## src/design/display_scan_defines.vh

```
// Constants for the segment display scan-timing core
`ifndef DISPLAY_SCAN_DEFINES_VH
`define DISPLAY_SCAN_DEFINES_VH

// Register indices; byte address is four times the index
`define IDX_DIV_LOW 32'h0000a120
`define IDX_DIV_HIGH 32'h0000a121
`define IDX_PIN_CFG 32'h0000a122
`define IDX_SCAN_CFG 32'h0000a123

// Reset values
`define RST_DIV_LOW 8'h00
`define RST_DIV_HIGH 8'h00
`define RST_PIN_CFG 8'h00
`define RST_SCAN_CFG 8'h00

// High divider register fields
`define HI_CLK_SRC 7
`define HI_MODE_HI 6
`define HI_MODE_LO 5
`define HI_BRT2 4
`define HI_DIV_HI 3

// Pin and frame configuration fields
`define PC_COM7 7
`define PC_COM4 4
`define PC_BLANK 3
`define PC_IRQEN 1
`define PC_FLAG 0
`define PC_WMASK 8'hfa

// Scan configuration fields
`define SC_BIAS_HI 7
`define SC_BIAS_LO 6
`define SC_BRT_HI 5
`define SC_BRT_LO 4
`define SC_DUTY_HI 3

// Modes
`define MODE_OFF 2'h0
`define MODE_LCD 2'h1
`define MODE_LED_EXT 2'h2
`define MODE_LED_DIR 2'h3

// Timing counts
`define LED_PRESCALE 9'h100
`define MAX_DUTY_PHASES 4'h8

`endif

```

## src/design/pixel_divider.v

```verilog
// Programmable divider that turns source ticks into pixel ticks
`timescale 1ns/1ps
module pixel_divider (
	input wire pclk,
	input wire presetn,
	input wire run,
	input wire src_tick,
	input wire [11:0] divide_value,
	output reg pixel_tick
);
	reg [11:0] count_reg;

	// One pixel tick every divide_value+1 source ticks
	always @(posedge pclk or negedge presetn) begin
		if (!presetn) begin
			count_reg <= 12'h000;
			pixel_tick <= 1'b0;
		end else if (!run) begin
			count_reg <= 12'h000;
			pixel_tick <= 1'b0;
		end else if (src_tick) begin
			if (count_reg >= divide_value) begin
				count_reg <= 12'h000;
				pixel_tick <= 1'b1;
			end else begin
				count_reg <= count_reg + 12'h001;
				pixel_tick <= 1'b0;
			end
		end else begin
			pixel_tick <= 1'b0;
		end
	end
endmodule // pixel_divider

```

## src/design/display_scan_core.v

```verilog
// Segment display scan-timing core with APB register access
//
// The APB slave port is this design's own decision.
`timescale 1ns/1ps
`include "display_scan_defines.vh"
module display_scan_core (
	input wire pclk,
	input wire presetn,
	input wire psel,
	input wire penable,
	input wire pwrite,
	input wire [31:0] paddr,
	input wire [31:0] pwdata,
	output reg [31:0] prdata,
	output reg pready,
	output reg pslverr,
	input wire rtc_tick,
	input wire internal_fast_oscillator,
	input wire low_power_stop,
	input wire [31:0] segment_pattern,
	output reg [27:0] segment_out,
	output reg [3:0] common_out,
	output reg [3:0] shared_pin_out,
	output reg [1:0] bias_select,
	output reg [2:0] brightness_level,
	output reg [2:0] scan_phase,
	output reg frame_irq
);
	localparam ST_IDLE = 3'b001;
	localparam ST_SCAN = 3'b010;
	localparam ST_HOLD = 3'b100;

	reg [7:0] div_low_reg;
	reg [7:0] div_high_reg;
	reg [7:0] pin_cfg_reg;
	reg [7:0] scan_cfg_reg;
	reg clear_pending_reg;
	reg [2:0] state_reg;
	reg [2:0] state_next;
	reg [7:0] prescale_reg;
	reg [2:0] phase_reg;
	reg [7:0] commons;
	reg [7:0] rdata;
	reg hit;

	wire [1:0] mode;
	wire led_mode;
	wire display_tick;
	wire src_tick;
	wire pixel_tick;
	wire frame_end;
	wire [11:0] pixel_divider_full;
	wire [3:0] duty_select;
	wire [3:0] phase_total;
	wire access;
	wire wr_en;
	wire wr_div_low;
	wire wr_div_high;
	wire wr_pin_cfg;
	wire wr_scan_cfg;
	wire sel_div_low;
	wire sel_div_high;
	wire sel_pin_cfg;
	wire sel_scan_cfg;
	wire [7:0] pin_wmask;
	wire prescale_wrap;
	wire scanning;

	// Phases in one frame for the given mode and duty or digit code
	function [3:0] phases_of;
		input [1:0] md;
		input [3:0] code;
		begin
			if (md == `MODE_LED_DIR)
				phases_of = (code >= `MAX_DUTY_PHASES) ? `MAX_DUTY_PHASES : code + 4'h1;
			else if (code >= `MAX_DUTY_PHASES)
				phases_of = `MAX_DUTY_PHASES;
			else
				phases_of = code + 4'h1;
		end
	endfunction

	// Register index match at word-aligned byte address
	function addr_is;
		input [31:0] addr;
		input [31:0] idx;
		begin
			addr_is = (addr == {idx[29:0], 2'b00});
		end
	endfunction

	// Shared pin shows its common line when enabled, else its segment
	function shared_pick;
		input en;
		input com;
		input seg;
		begin
			shared_pick = en ? com : seg;
		end
	endfunction

	assign mode = div_high_reg[`HI_MODE_HI:`HI_MODE_LO];
	assign led_mode = mode[1];
	assign pixel_divider_full = {div_high_reg[`HI_DIV_HI:0], div_low_reg};
	assign duty_select = scan_cfg_reg[`SC_DUTY_HI:0];
	assign phase_total = phases_of(mode, duty_select);

	// Display clock edge: LCD picks its source, LED uses the system clock
	assign display_tick = led_mode ? 1'b1 :
		(div_high_reg[`HI_CLK_SRC] ? internal_fast_oscillator : rtc_tick);

	// LED modes add a fixed divide by 256 ahead of the divider
	assign prescale_wrap = ({1'b0, prescale_reg} == `LED_PRESCALE - 9'h001);
	assign src_tick = led_mode ? prescale_wrap : display_tick;

	assign access = psel & penable & pready;
	assign wr_en = access & pwrite & hit;

	// Register selects and write strobes
	assign sel_div_low = addr_is(paddr, `IDX_DIV_LOW);
	assign sel_div_high = addr_is(paddr, `IDX_DIV_HIGH);
	assign sel_pin_cfg = addr_is(paddr, `IDX_PIN_CFG);
	assign sel_scan_cfg = addr_is(paddr, `IDX_SCAN_CFG);
	assign wr_div_low = wr_en & sel_div_low;
	assign wr_div_high = wr_en & sel_div_high;
	assign wr_pin_cfg = wr_en & sel_pin_cfg;
	assign wr_scan_cfg = wr_en & sel_scan_cfg;
	assign pin_wmask = `PC_WMASK;
	assign scanning = (state_reg == ST_SCAN);

	always @* begin
		hit = 1'b1;
		rdata = 8'h00;
		if (sel_div_low)
			rdata = div_low_reg;
		else if (sel_div_high)
			rdata = div_high_reg;
		else if (sel_pin_cfg)
			rdata = {pin_cfg_reg[7:3], 1'b0, pin_cfg_reg[1:0]};
		else if (sel_scan_cfg)
			rdata = scan_cfg_reg;
		else
			hit = 1'b0;
	end

	// APB slave: one wait state, unmapped addresses answer with an error
	always @(posedge pclk or negedge presetn) begin
		if (!presetn) begin
			pready <= 1'b0;
			pslverr <= 1'b0;
			prdata <= 32'h00000000;
		end else if (psel && penable && !pready) begin
			pready <= 1'b1;
			pslverr <= ~hit;
			prdata <= {24'h000000, rdata};
		end else begin
			pready <= 1'b0;
			pslverr <= 1'b0;
			prdata <= 32'h00000000;
		end
	end

	// Configuration registers
	always @(posedge pclk or negedge presetn) begin
		if (!presetn) begin
			div_low_reg <= `RST_DIV_LOW;
			div_high_reg <= `RST_DIV_HIGH;
			scan_cfg_reg <= `RST_SCAN_CFG;
		end else if (wr_en) begin
			if (wr_div_low)
				div_low_reg <= pwdata[7:0];
			if (wr_div_high)
				div_high_reg <= pwdata[7:0];
			if (wr_scan_cfg)
				scan_cfg_reg <= pwdata[7:0];
		end
	end

	// Pin config and frame flag; a pending clear lands on the next display edge
	always @(posedge pclk or negedge presetn) begin
		if (!presetn) begin
			pin_cfg_reg <= `RST_PIN_CFG;
			clear_pending_reg <= 1'b0;
		end else begin
			if (wr_pin_cfg)
				pin_cfg_reg[7:1] <= pwdata[7:1] & pin_wmask[7:1];
			if (frame_end) begin
				pin_cfg_reg[`PC_FLAG] <= 1'b1;
				clear_pending_reg <= 1'b0;
			end else if (clear_pending_reg && display_tick) begin
				pin_cfg_reg[`PC_FLAG] <= 1'b0;
				clear_pending_reg <= 1'b0;
			end
			if (wr_pin_cfg && !pwdata[`PC_FLAG] && !frame_end)
				clear_pending_reg <= 1'b1;
		end
	end

	// Scan state: idle when off, held while LED clocks stop in low power
	always @* begin
		case (state_reg)
			ST_IDLE: state_next = (mode != `MODE_OFF) ? ST_SCAN : ST_IDLE;
			ST_SCAN: begin
				if (mode == `MODE_OFF)
					state_next = ST_IDLE;
				else if (low_power_stop && led_mode)
					state_next = ST_HOLD;
				else
					state_next = ST_SCAN;
			end
			ST_HOLD: begin
				if (mode == `MODE_OFF)
					state_next = ST_IDLE;
				else if (!(low_power_stop && led_mode))
					state_next = ST_SCAN;
				else
					state_next = ST_HOLD;
			end
			default: state_next = ST_IDLE;
		endcase
	end

	always @(posedge pclk or negedge presetn) begin
		if (!presetn)
			state_reg <= ST_IDLE;
		else
			state_reg <= state_next;
	end

	// Fixed LED prescaler
	always @(posedge pclk or negedge presetn) begin
		if (!presetn)
			prescale_reg <= 8'h00;
		else if (scanning && led_mode)
			prescale_reg <= prescale_reg + 8'h01;
		else
			prescale_reg <= 8'h00;
	end

	pixel_divider u_pixel_divider (
		.pclk(pclk),
		.presetn(presetn),
		.run(scanning),
		.src_tick(src_tick),
		.divide_value(pixel_divider_full),
		.pixel_tick(pixel_tick)
	);

	// Frame ends on the pixel tick that closes the last phase
	assign frame_end = pixel_tick && ({1'b0, phase_reg} + 4'h1 >= phase_total);

	always @(posedge pclk or negedge presetn) begin
		if (!presetn)
			phase_reg <= 3'h0;
		else if (state_reg == ST_IDLE)
			phase_reg <= 3'h0;
		else if (frame_end)
			phase_reg <= 3'h0;
		else if (pixel_tick)
			phase_reg <= phase_reg + 3'h1;
	end

	always @* begin
		commons = 8'h00;
		if (state_reg != ST_IDLE)
			commons[phase_reg] = 1'b1;
	end

	// Pin drive, blanked outputs go inactive while scanning continues
	always @(posedge pclk or negedge presetn) begin
		if (!presetn) begin
			segment_out <= 28'h0000000;
			common_out <= 4'h0;
			shared_pin_out <= 4'h0;
		end else if (pin_cfg_reg[`PC_BLANK] || state_reg == ST_IDLE) begin
			segment_out <= 28'h0000000;
			common_out <= 4'h0;
			shared_pin_out <= 4'h0;
		end else begin
			segment_out <= segment_pattern[27:0];
			common_out <= commons[3:0];
			shared_pin_out[0] <= shared_pick(pin_cfg_reg[`PC_COM7], commons[7], segment_pattern[28]);
			shared_pin_out[1] <= shared_pick(pin_cfg_reg[6], commons[6], segment_pattern[29]);
			shared_pin_out[2] <= shared_pick(pin_cfg_reg[5], commons[5], segment_pattern[30]);
			shared_pin_out[3] <= shared_pick(pin_cfg_reg[`PC_COM4], commons[4], segment_pattern[31]);
		end
	end

	// Analog settings and status outputs
	always @(posedge pclk or negedge presetn) begin
		if (!presetn) begin
			bias_select <= 2'h0;
			brightness_level <= 3'h0;
			scan_phase <= 3'h0;
			frame_irq <= 1'b0;
		end else begin
			bias_select <= scan_cfg_reg[`SC_BIAS_HI:`SC_BIAS_LO];
			brightness_level <= {div_high_reg[`HI_BRT2], scan_cfg_reg[`SC_BRT_HI:`SC_BRT_LO]};
			scan_phase <= phase_reg;
			frame_irq <= pin_cfg_reg[`PC_FLAG] & pin_cfg_reg[`PC_IRQEN];
		end
	end
endmodule // display_scan_core

```

## config.mk

```make
export PLATFORM = sky130hd
export DESIGN_NAME = display_scan_core
export DESIGN_NICKNAME = d
export VERILOG_FILES = /design/src/design/pixel_divider.v /design/src/design/display_scan_core.v
export VERILOG_INCLUDE_DIRS = /design/src /design/src/design
export SDC_FILE = /design/constraint.sdc
export NUM_CORES = 1
export LEC_CHECK = 0
export BUFFER_PORTS_ARGS = -buffer_cell sky130_fd_sc_hd__clkbuf_2
export CAP_MARGIN = 15
export CORE_MARGIN = 3
export CORE_UTILIZATION = 40
export DETAILED_ROUTE_END_ITERATION = 10
export PLACE_DENSITY = 0.66
export SYNTH_ARGS = -nofsm -noshare
export SYNTH_HDL_FRONTEND = slang
export SYNTH_HIERARCHICAL = 1
export SYNTH_SLANG_ARGS = --single-unit
```

## constraint.sdc

```tcl
create_clock -name pclk -period 3.5 [get_ports pclk]
set_clock_uncertainty 0.2 [all_clocks]
set_input_delay 0.35 -clock pclk [delete_from_list [all_inputs] [get_ports pclk]]
set_output_delay 0.35 -clock pclk [all_outputs]
set_load 0.01 [all_outputs]
```

== Word-level counts from Yosys, hierarchy flattened ==
Cells that the tools add are included.
Storage, ports and cells
  memories kept: 0
  word-level logic and storage cells: 116
  latch bits: 0
  register bits: 138
  bits in writable memories: 0
  input bits: 104
  output and inout port bits: 79
  bits in read-only memories: 0
Operators by class
  reductions and logical operators: 22
  eq/ne operators: 10
  multiply operators: 0
  div/mod/pow operators: 0
  bitwise logic cells: 10
  shift-type cells: 0
  $add $sub $neg: 5
  order comparisons: 5
  multiplexer cells: 43
Operators with widths (number)
  $eq A32 B18 Y1 const B: 4
  $mux W8: 7
  $mux W12: 3
  $mux W28: 1
  $mux W1: 21
  $mux W3: 5
  $add A12 B1 Y12 const B: 1
  $ge A12 B12 Y1: 1
  $mux W4: 3
  $and A1 B1 Y1: 9
  $logic_and A1 B1 Y1: 9
  $add A8 B1 Y8 const B: 1
  $eq A8 B8 Y1 const B: 1
  $pmux W3 S2: 1
  $reduce_and A2 Y1: 3
  $reduce_bool A3 Y1: 2
  $add A3 B1 Y4 const B: 1
  $add A4 B1 Y4 const B: 1
  $ge A4 B4 Y1: 1
  $ge A4 B4 Y1 const B: 1
  $lt A3 B4 Y1 const B: 1
  $reduce_bool A2 Y1: 2
  $add A3 B1 Y3 const B: 1
  $demux W1 S3: 1
  12 further kinds: 14

== Longest topological paths before layout ==
Gate-level depths: netlist (run 1).
  word-level depth: 10
  depth in mapped cells: 11
  gate-level depth less buffers: 9

== Hierarchy ==
Netlist (run 1), hierarchy kept.
By module, submodules not included
  display_scan_core: instances 1, seq. area each 2528.7 um^2, cells an instance 332, area an instance 4454.3 um^2
  pixel_divider: instances 1, seq. area each 325.3 um^2, cells an instance 114, area an instance 1004.7 um^2

== Worst setup path before layout (run 1) ==
No wires, ideal clock.
  kind: reg-to-reg
  from: register phase_reg[0]
  to: register clear_pending_reg
  slack: 1.119 ns
  setup time: 0.065 ns
  period minus slack after synthesis: 2.381 ns
  arrival: 2.116 ns
  path buffers: 0
  data required time: 3.235 ns
  stages on the path, launching flop included: 6
  cell sequence: dfrtp_1 > ha_1 > ha_1 > a2111oi_0 > or3_1 > a31o_2
On the way
  longest elaborated chain between the ends: 6
  elaborated cells between the ends (all ways): 8
  those cells by class: 1 x add/sub; 1 x order compare; 2 x mux; 4 x reduce/logical
RTL lines
  from (decl): line display_scan_core.v:41  | reg [2:0] phase_reg;
  from (signal assigned): line display_scan_core.v:260  | phase_reg <= phase_reg + 3'h1;
  $add A3 B1 Y4 (*): line display_scan_core.v:250  | assign frame_end = pixel_tick && ({1'b0, phase_reg} + 4'h1 >= phase_total);
  $ge A4 B4 Y1 (*): line display_scan_core.v:250
  $logic_and A1 B1 Y1 (*): line display_scan_core.v:250
  $logic_not A1 Y1: line display_scan_core.v:194  | if (wr_pin_cfg && !pwdata[`PC_FLAG] && !frame_end)
  $logic_and A1 B1 Y1: line display_scan_core.v:194
  $reduce_bool A3 Y1 (no line) or $mux W1 (tied branches)
  to (signal assigned): line display_scan_core.v:189  | clear_pending_reg <= 1'b0;
  to (signal assigned): line display_scan_core.v:192  | clear_pending_reg <= 1'b0;
  to (signal assigned): line display_scan_core.v:195  | clear_pending_reg <= 1'b1;
  to (decl): line display_scan_core.v:37  | reg clear_pending_reg;
Mark *: on every way between the ends. The rest lies on a longest branch, timed or not.
A chain may end at the register's enable or synchronous reset.

== Worst setup path in the final report (run 1) ==
  from: register prescale_reg[0]
  to: register u_pixel_divider.count_reg[11]
On the way
  longest elaborated chain between the ends: 3
RTL lines
  from (decl): line display_scan_core.v:40  | reg [7:0] prescale_reg;
  from (signal assigned): line display_scan_core.v:235  | prescale_reg <= prescale_reg + 8'h01;
  $eq A8 B8 Y1: line display_scan_core.v:113  | assign prescale_wrap = ({1'b0, prescale_reg} == `LED_PRESCALE - 9'h001);
  $mux W1: line display_scan_core.v:114  | assign src_tick = led_mode ? prescale_wrap : display_tick;
  via src_tick: line display_scan_core.v:49  | wire src_tick;
  $ne A2 B2 Y1 (no line)
  to (signal assigned): line pixel_divider.v:26  | count_reg <= count_reg + 12'h001;
  to (decl): line pixel_divider.v:11  | reg [11:0] count_reg;
The timed path passes the listed nets, and every way through them passes these cells.

==> impl_metrics.csv, run 1 <==
group,metric,value,unit
finish,largest_register_ffs,28,
timing,rsz0062_at_grt,"false",
global_route,grt.busiest_layer,"met2",
synthesis,synth_top_area_cell,"dfrtp_1",
floorplanning,num_rows,42,
timing,period_share,78.09,%
cts,cts_tree,"built",
synthesis,synth_ff_type,"dfrtp_1",
floorplanning,ios,183,
cts,path_clk_slew,50,ps
worst_setup_path,cp-end-kind,"flip-flop",
synthesis,yosys-top-cells-count,"dfrtp_1, and2_1, nor2_1, buf_4, mux2_2",
synthesis,yosysMostFrequentCell,"dfrtp_1",
cts,cts-hold-fix-buffers,33,
cts,ctsResizeCount,0,
run,drv_cap,0,
synthesis,synth_edf_count,0,
placement,place_congestion,0.7735,
global_route,grt_max_degree,86,
detailed_routing,drc,0,
synthesis,netlist_instances,446,
cts,root_buffer,"clkbuf_16",
synthesis,ys_seq_elements,114,
detailed_routing,wl,12510,um
timing,post-route-min-period,2733,ps
global_route,grt_pass1_vias,4138,
worst_setup_path,critPathKind,"flip-flop to flip-flop",
cts,cts_setup_buffers,0,
worst_setup_path,critPathBufInv,0,
timing,slew_headroom,32.20,%
timing,hold_viol_final,0,
worst_setup_path,arrival,2840,ps
floorplanning,coreArea,13300,sq um
detailed_routing,first_iter_violations,197,
worst_setup_path,worst_path_largest_cell_delay,500,ps
global_route,met3_usage,4.286,%
timing,tightest_slew,1015,ps
finish,design_area,7213,sq um
detailed_routing,vias,3997,
cts,cts_buffers,17,
global_route,grt_pass1_wl,20480,um
placement,port_buffers,134,
finish,drive_gt1_share,35.16,%
floorplanning,initial_utilization,41.06,%
global_route,met2_usage,29.65,%
synthesis,netlist_area,5459,sq um
global_route,grt_overflow,0,
detailed_routing,drt_pass1_iterations,4,
placement,dpl_cell_area,6262,sq um
worst_setup_path,crit_fanout,9,
placement,dp.final_hpwl,8609,um
finish,diodes,0,
worst_setup_path,startpoint_type,"flip-flop",
synthesis,async_reset_ff_share,100.0,%
placement,dp_cells,751,
detailed_routing,drtAntennaViolNets,0,
synthesis,synthDistinctLibCells,57,
global_route,track_usage,17.55,%
worst_setup_path,cp_slowest_cell,"a21oi_1",
status,status,"finished clean",
cts,h-tree-depth,4,
global_route,grtUsageMet1,21.63,%
timing,setup_tns,0,ps
timing,fmaxAchievable,365.9,MHz
hold_path,hold_path_class,"primary input to flip-flop",
worst_setup_path,critical_path.top_delay_family,"simple AND/OR/NAND/NOR gates",
power,power_density,455.3,nW/um^2
finish,final_cells,816,
detailed_routing,via_per_inst,4.898,
timing,finalSetupViolations,0,
finish,fin_util,54.25,%
synthesis,yosysSeqAreaShare,52.28,%
floorplanning,die_w,122.8,um
timing,finalMaxSlewViolations,0,
power,leakage,3.611,nW
synthesis,avgSynthCellArea,12.24,sq um
finish,syn2layout_area_growth,32.13,%
cts,clock_latency,400,ps
synthesis,synth-warning-count,6,
floorplanning,die_h,122.8,um
worst_setup_path,path_cells,"ha_1 -> and3_1 -> nand3_1 -> a21oi_1 -> nand2b_1 -> nand3_2 -> nor3_1 -> xnor2_1 -> nor3b_1",
floorplanning,die_area,15080,sq um
cts,cts_max_path_buffers,2,
synthesis,synth_top_area_share,51.80,%
power,peakVddDrop,0.3616,mV
cts,clock_sinks,114,
global_route,antenna_found_initial,0,
detailed_routing,detail_route.wl_per_cell,15.33,um
synthesis,synth.area.top_cells,"dfrtp_1, ha_1, mux2_2, and2_1, buf_4",
worst_setup_path,crit_required,3610,ps
finish,fin_nets,752,
## area by class of cell
cell class | instances | area (sq um)
multi-input combinational | 301 | 2386
fill | 1140 | 6082
clock buffer | 22 | 464.2
clock inverter | 10 | 156.4
inverter | 21 | 78.83
timing repair buffer | 172 | 1054
tap | 176 | 220.2
sequential | 114 | 2854
## worst reg2reg max path, delay by kind of cell (launching register included)
| family | cells | cell delay [ps] |
|---|---|---|
| AND/OR/NAND/NOR | 6 | 1300 |
| AO/OA/AOI/OAI | 1 | 500 |
| flip-flops | 1 | 360 |
| adder cells (fa/ha/maj) | 1 | 190 |
| XOR/XNOR | 1 | 90 |
## power by group
group	switching [mW]	leakage (nW)	internal [mW]
Combinational	0.0825	1.73	0.0722
Clock	0.583	0.304	1.22
Sequential	0.00138	1.58	1.32
## kinds of logic (layout without fill, tap and decap cells)
kind of cell               count (synthesis)  count (layout)  synth area share, %
and+or+nand+nor                          163             163                19.80
DFF                                      114             114                52.28
buffers and inverters                     54             225                5.592
muxes                                     39              39                9.924
AOI/OAI and AO/OA                         35              35                4.470
adders and majority gates                 21              21                4.813
xor gates and xnor gates                  19              19                3.048
other                                      1              24              0.06869
## final timing paths
kind                                  from  slack (ps)  cells after the start                       endpoint
max                        prescale_reg[0]         770                      9  u_pixel_divider/count_reg[11]
min                              pwdata[2]          30                      2                scan_cfg_reg[2]
max reg2reg                prescale_reg[0]         770                      9  u_pixel_divider/count_reg[11]
min reg2reg                div_high_reg[4]         200                      0            brightness_level[2]
max in group asynchronous          presetn        2110                      3                   state_reg[0]
min in group asynchronous          presetn         210                      2                segment_out[14]
## placed cells by master (no fill, tap or decap), drive strengths merged, types with 4 or more instances in the layout
cell / instances
a21oi: 9
and2: 31
and3: 8
buf: 6
bufinv: 4
clkbuf: 155
clkinv: 5
conb: 24
dfrtp: 113
dlygate4sd3: 33
ha: 21
inv: 21
mux2: 30
mux4: 7
nand2: 22
nand2b: 7
nand3: 11
nand4: 11
nor2: 30
nor2b: 10
nor3: 8
nor3b: 6
nor4: 5
nor4b: 6
o21ai: 7
xnor2: 13
xor2: 6
## per-stage QoR
stage,power (mW),setup WS (ps),hold WS [ps]
global placement,1.468,875.3,97.67
finish,3.284,766.8,29.12
CTS,3.305,767.0,16.57
global route,3.391,479.2,24.91
floorplan,1.403,1119,-145.6
detailed placement,1.471,826.9,107.1
## metal layers
metal / up-vias / share of wire (%)
met5: - / 0
met1: 2014 / 42
met4: 0 / 2.0
li1: 1865 / -
met2: 101 / 53
met3: 17 / 3.4
No activity file was read; power rests on OpenSTA's default activity.
==> inputs of run 2 (changes only) <==
Settings changed: PLACE_DENSITY 0.66 to 0.68.
Clock period 3.5 ns to 2.4 ns, I/O delays scaled along.
==> run 2 against run 1 <==
Net effect:
- combinational power is 59% higher
- hold slack better by 79 ps
- cell area grew 2.5%
- highest routed layer unchanged
==> impl_metrics.csv, run 2 (synthesized netlist as in run 1, its figures left out) <==
group,metric,value,unit
detailed_routing,drtAntennaViolNets,0,
timing,hold_viol_final,0,
worst_setup_path,crit_required,2520,ps
finish,final_cell_mix,"clkbuf_2, dfrtp_1, dlygate4sd3_1",
timing,rsz0062_at_grt,"false",
detailed_routing,drc,0,
placement,place_congestion,0.7600,
power,clockPowerShare,52.2,%
worst_setup_path,r2r_end,"phase_reg[1]",
timing,whs,108.5,ps
timing,fmaxAchievable,444.1,MHz
timing,post-route-min-period,2252,ps
floorplanning,ios,183,
cts,clock_latency,400,ps
power,p_sw_share,20.50,%
floorplanning,coreArea,13300,sq um
floorplanning,num_rows,42,
cts,cts_setup_buffers,0,
cts,cts_buffers,17,
hold_path,hold_path_class,"primary input to asynchronous set/reset pin",
finish,register_area,2854,sq um
floorplanning,die_h,122.8,um
global_route,grtUsageMet1,20.77,%
global_route,grt_overflow,0,
worst_setup_path,startpoint_type,"flip-flop",
run,drv_cap,0,
cts,cts_tree,"built",
finish,design_area,7397,sq um
cts,clock_sinks,114,
worst_setup_path,critPathKind,"flip-flop to flip-flop",
finish,largest_register_ffs,28,
worst_setup_path,critPathBufInv,2,
floorplanning,die_w,122.8,um
floorplanning,die_area,15080,sq um
cts,h-tree-depth,4,
power,power.total,4.548,mW
worst_setup_path,cp-end-kind,"flip-flop",
power,leakage,3.723,nW
finish,diodes,0,
placement,dpl_cell_area,6379,sq um
worst_setup_path,crit_fanout,5,
finish,drive_gt1_share,36.30,%
finish,multiInputGateArea,2399,sq um
timing,setup_tns,0,ps
cts,path_clk_slew,50,ps
global_route,track_usage,17.89,%
timing,period_share,93.82,%
power,power_frac_comb,5.4,%
floorplanning,initial_utilization,41.06,%
power,p_seq_share,42.4,%
worst_setup_path,path_common_cell,"ha_1",
global_route,grt_pass1_wl,20840,um
status,status,"finished clean",
power,p_sw,0.9323,mW
finish,syn2layout_area_growth,35.50,%
detailed_routing,wl,12790,um
placement,port_buffers,134,
worst_setup_path,ff2ff_setup_slack,150,ps
finish,fin_nets,778,
worst_setup_path,critical_path.top_delay_family,"compound AO/OA/AOI/OAI gates",
detailed_routing,via_per_inst,4.918,
global_route,antenna_found_initial,0,
worst_setup_path,worst_path_largest_cell_delay,410,ps
detailed_routing,vias,4131,
worst_setup_path,reg2reg_from,"scan_cfg_reg[0]",
timing,finalMaxSlewViolations,0,
timing,slew_headroom,55.16,%
global_route,grt_pass1_vias,4326,
worst_setup_path,path_cells,"inv_1 -> ha_1 -> nand2b_1 -> ha_1 -> a2111oi_1 -> buf_4 -> o211ai_1 -> a21oi_1",
power,power_density,614.8,nW/um^2
timing,finalSetupViolations,0,
finish,final.fill_count,1089,
global_route,grt_max_degree,60,
timing,tightest_slew,670.2,ps
detailed_routing,detail_route.wl_per_cell,15.23,um
worst_setup_path,cp_slowest_cell,"dfrtp_1",
global_route,met2_usage,31.88,%
worst_setup_path,arrival,2370,ps
worst_setup_path,crit_start,"scan_cfg_reg[0]",
detailed_routing,first_iter_violations,164,
placement,dp.final_hpwl,9071,um
global_route,met3_usage,4.055,%
cts,cts_max_path_buffers,2,
power,power.internal,3.615,mW
global_route,grt.busiest_layer,"met2",
detailed_routing,drt_pass1_iterations,6,
finish,fin_util,55.64,%
finish,layout_commonest_cell,"clkbuf_2",
worst_setup_path,rr_worst_depth,8,
power,peakVddDrop,0.4382,mV
cts,root_buffer,"clkbuf_16",
run 2: cell count changes in the layout (fill, tap and decap cells not counted), moves of 3 or more:
cell,delta
buf_4,+14
dlygate4sd3_1,+11
clkbuf_8,+4
bufinv_16,-3
run 2: final cells by class:
cell class / count / area share (%)
sequential: 114 / 38.58
clock buffer: 25 / 6.969
inverter: 21 / 1.066
tap: 176 / 2.977
clock inverter: 5 / 0.6766
multi-input combinational: 301 / 32.43
timing repair buffer: 198 / 17.30
run 2: power groups by stage:
stage / clock [mW] / sequential [mW] / combinational (mW)
finish: 2.37 / 1.93 / 0.246
floorplan: 0 / 1.96 / 0.0834
global placement: 0 / 1.96 / 0.183
CTS: 2.41 / 1.93 / 0.246
detailed placement: 0 / 1.96 / 0.188
global route: 2.50 / 1.93 / 0.272
run 2: worst max-delay path by stage:
stage | to | slack (ps) | cells past startpoint
floorplan | clear_pending_reg | 20 | 5
global placement | u_pixel_divider/count_reg[11] | 170 | 9
detailed placement | u_pixel_divider/count_reg[11] | 60 | 9
CTS | u_pixel_divider/count_reg[11] | 80 | 9
global route | u_pixel_divider/count_reg[11] | 20 | 7
finish | phase_reg[1] | 150 | 8
run 2: timing repair:
item / in CTS / in global routing
setup endpoints to repair: 0 / 4
resized for setup: 0 / 4
endpoints found under the hold margin: 166 / 0
hold buffers: 44 / 0
run 2: layer usage:
layer / vias up / routed length (um)
met2: 129 / 6892
met3: 31 / 592
met5: - / 0
li1: 1920 / -
met1: 2051 / 4974
met4: 0 / 330
run 2: per-stage QoR:
stage	setup WS (ps)	cells
2_1_floorplan	18.92	469
3_3_place_gp	169.1	765
3_5_place_dp	58.44	766
4_1_cts	76.29	840
5_1_grt	16.89	840
6_report	148.4	840
==> inputs of run 3 (changes only) <==
Settings changed: ABC_CLOCK_PERIOD_IN_PS set to 2400, CORE_ASPECT_RATIO set to 1.25, SLEW_MARGIN set to 20.
==> run 3 against run 2 <==
Net effect:
- register-to-register slack lost 30 ps
- fmax is 1.2% lower
- largest cell class unchanged
- critical endpoint is now u_pixel_divider/count_reg[10]
- sequential share of layout area rose by 0.072 points
- critical path depth decreased by 1
- largest power group unchanged
==> impl_metrics.csv, run 3 (synthesized netlist as in run 1, its figures left out) <==
group,metric,value,unit
status,status,"finished clean",
finish,syn2layout_area_growth,35.25,%
finish,layout_commonest_cell,"clkbuf_2",
detailed_routing,first_iter_violations,136,
power,p_seq_share,41.8,%
floorplanning,ios,183,
global_route,grt_pass1_wl,20980,um
timing,setup_tns,0,ps
power,power_density,625.0,nW/um^2
timing,fmaxAchievable,438.7,MHz
timing,post-route-min-period,2279,ps
detailed_routing,drtAntennaViolNets,0,
global_route,track_usage,17.50,%
finish,diodes,0,
power,p_sw_share,21.08,%
worst_setup_path,r2r_end,"u_pixel_divider/count_reg[10]",
finish,final_cell_mix,"clkbuf_2, dfrtp_1, dlygate4sd3_1",
timing,fin_ws,120.5,ps
cts,root_buffer,"clkbuf_16",
floorplanning,initial_utilization,41.08,%
floorplanning,die_area,15090,sq um
finish,drive_gt1_share,36.45,%
detailed_routing,detail_route.wl_per_cell,15.77,um
placement,port_buffers,134,
finish,design_area,7383,sq um
finish,fin_util,55.55,%
worst_setup_path,cp_slowest_cell,"a21boi_2",
detailed_routing,via_per_inst,4.889,
worst_setup_path,rr_worst_depth,7,
timing,finalSetupViolations,0,
finish,fin_nets,776,
timing,finalMaxSlewViolations,0,
power,leakage,3.709,nW
cts,h-tree-depth,4,
floorplanning,num_rows,47,
placement,dpl_cell_area,6354,sq um
detailed_routing,wl,13170,um
cts,path_clk_slew,50,ps
detailed_routing,drc,0,
timing,rsz0062_at_grt,"false",
power,peakVddDrop,0.5121,mV
global_route,grt_overflow,0,
cts,clock_latency,400,ps
worst_setup_path,arrival,2340,ps
detailed_routing,vias,4082,
power,power.internal,3.642,mW
detailed_routing,drt_pass1_iterations,4,
worst_setup_path,ff2ff_setup_slack,120,ps
power,p_sw,0.9728,mW
cts,cts_max_path_buffers,2,
worst_setup_path,critPathKind,"flip-flop to flip-flop",
worst_setup_path,path_cells,"inv_1 -> ha_1 -> and4_1 -> nand4_1 -> a221o_1 -> a21boi_2 -> nor3b_1",
global_route,grt_pass1_vias,4310,
worst_setup_path,cp-end-kind,"flip-flop",
global_route,antenna_found_initial,0,
timing,hold_viol_final,0,
cts,cts_setup_buffers,0,
power,power_frac_comb,5.3,%
timing,period_share,94.98,%
run,drv_cap,0,
worst_setup_path,crit_required,2460,ps
worst_setup_path,reg2reg_from,"div_high_reg[0]",
placement,dp.final_hpwl,9253,um
cts,clock_sinks,114,
power,power.total,4.615,mW
floorplanning,coreArea,13290,sq um
power,clockPowerShare,52.9,%
worst_setup_path,startpoint_type,"flip-flop",
finish,largest_register_ffs,28,
floorplanning,die_h,136.6,um
placement,place_congestion,0.8260,
hold_path,hold_path_class,"primary input to asynchronous set/reset pin",
floorplanning,die_w,110.5,um
cts,cts_tree,"built",
worst_setup_path,worst_path_largest_cell_delay,420,ps
global_route,grt_max_degree,47,
worst_setup_path,crit_fanout,10,
cts,cts_buffers,17,
placement,place_ws,47.37,ps
run 3: power groups by stage:
stage / Combinational, mW / Sequential [mW] / Clock (mW)
2_1_floorplan: 0.0834 / 1.96 / 0
3_3_place_gp: 0.187 / 1.96 / 0
3_5_place_dp: 0.191 / 1.96 / 0
4_1_cts: 0.248 / 1.93 / 2.49
5_1_grt: 0.271 / 1.93 / 2.59
6_report: 0.246 / 1.93 / 2.44
run 3: cell type report:
type,count,area (sq um)
Clock buffer,21,470.5
Clock inverter,11,110.1
Fill cell,1164,5907
Inverter,21,78.83
Multi-Input combinational cell,301,2395
Sequential cell,114,2854
Tap cell,171,214.0
Timing Repair Buffer,196,1261
run 3: worst max-delay path by stage:
stage | start | to | depth (start not counted)
floorplan | phase_reg[0] | clear_pending_reg | 5
global placement | prescale_reg[0] | u_pixel_divider/count_reg[11] | 9
detailed placement | prescale_reg[0] | u_pixel_divider/count_reg[11] | 9
CTS | prescale_reg[0] | u_pixel_divider/count_reg[11] | 9
global route | scan_cfg_reg[0] | clear_pending_reg | 8
finish | div_high_reg[0] | u_pixel_divider/count_reg[10] | 7
run 3: per-layer routing:
metal	vias to the layer above	track usage [%]	share of wire (%)
met4	0	5.886	1.3
met1	2043	19.55	38
met2	113	32.32	56
li1	1909	-	-
met3	17	4.732	4.7
met5	-	0	0
run 3: critical path: cells and delay by family (launching register included):
kind	cells	cell delay (ps)
adders and majority gates	1	280
DFF	1	390
buffers and inverters	1	80
AOI/OAI and AO/OA	2	720
and+or+nand+nor	3	460
run 3: stage by stage:
stage                     cells  hold slack (ps)
after global routing        835            122.3
final                       835            97.20
after global placement      759           -40.30
after floorplan             469           -255.6
after CTS                   835            93.64
after detailed placement    759           -42.64
run 3: timing repair:
| item | CTS | global route |
|---|---|---|
| hold buffers | 44 | 0 |
| endpoints found under the hold margin | 180 | 0 |
| resized for setup | 0 | 3 |
| endpoints found under the setup margin | 0 | 6 |
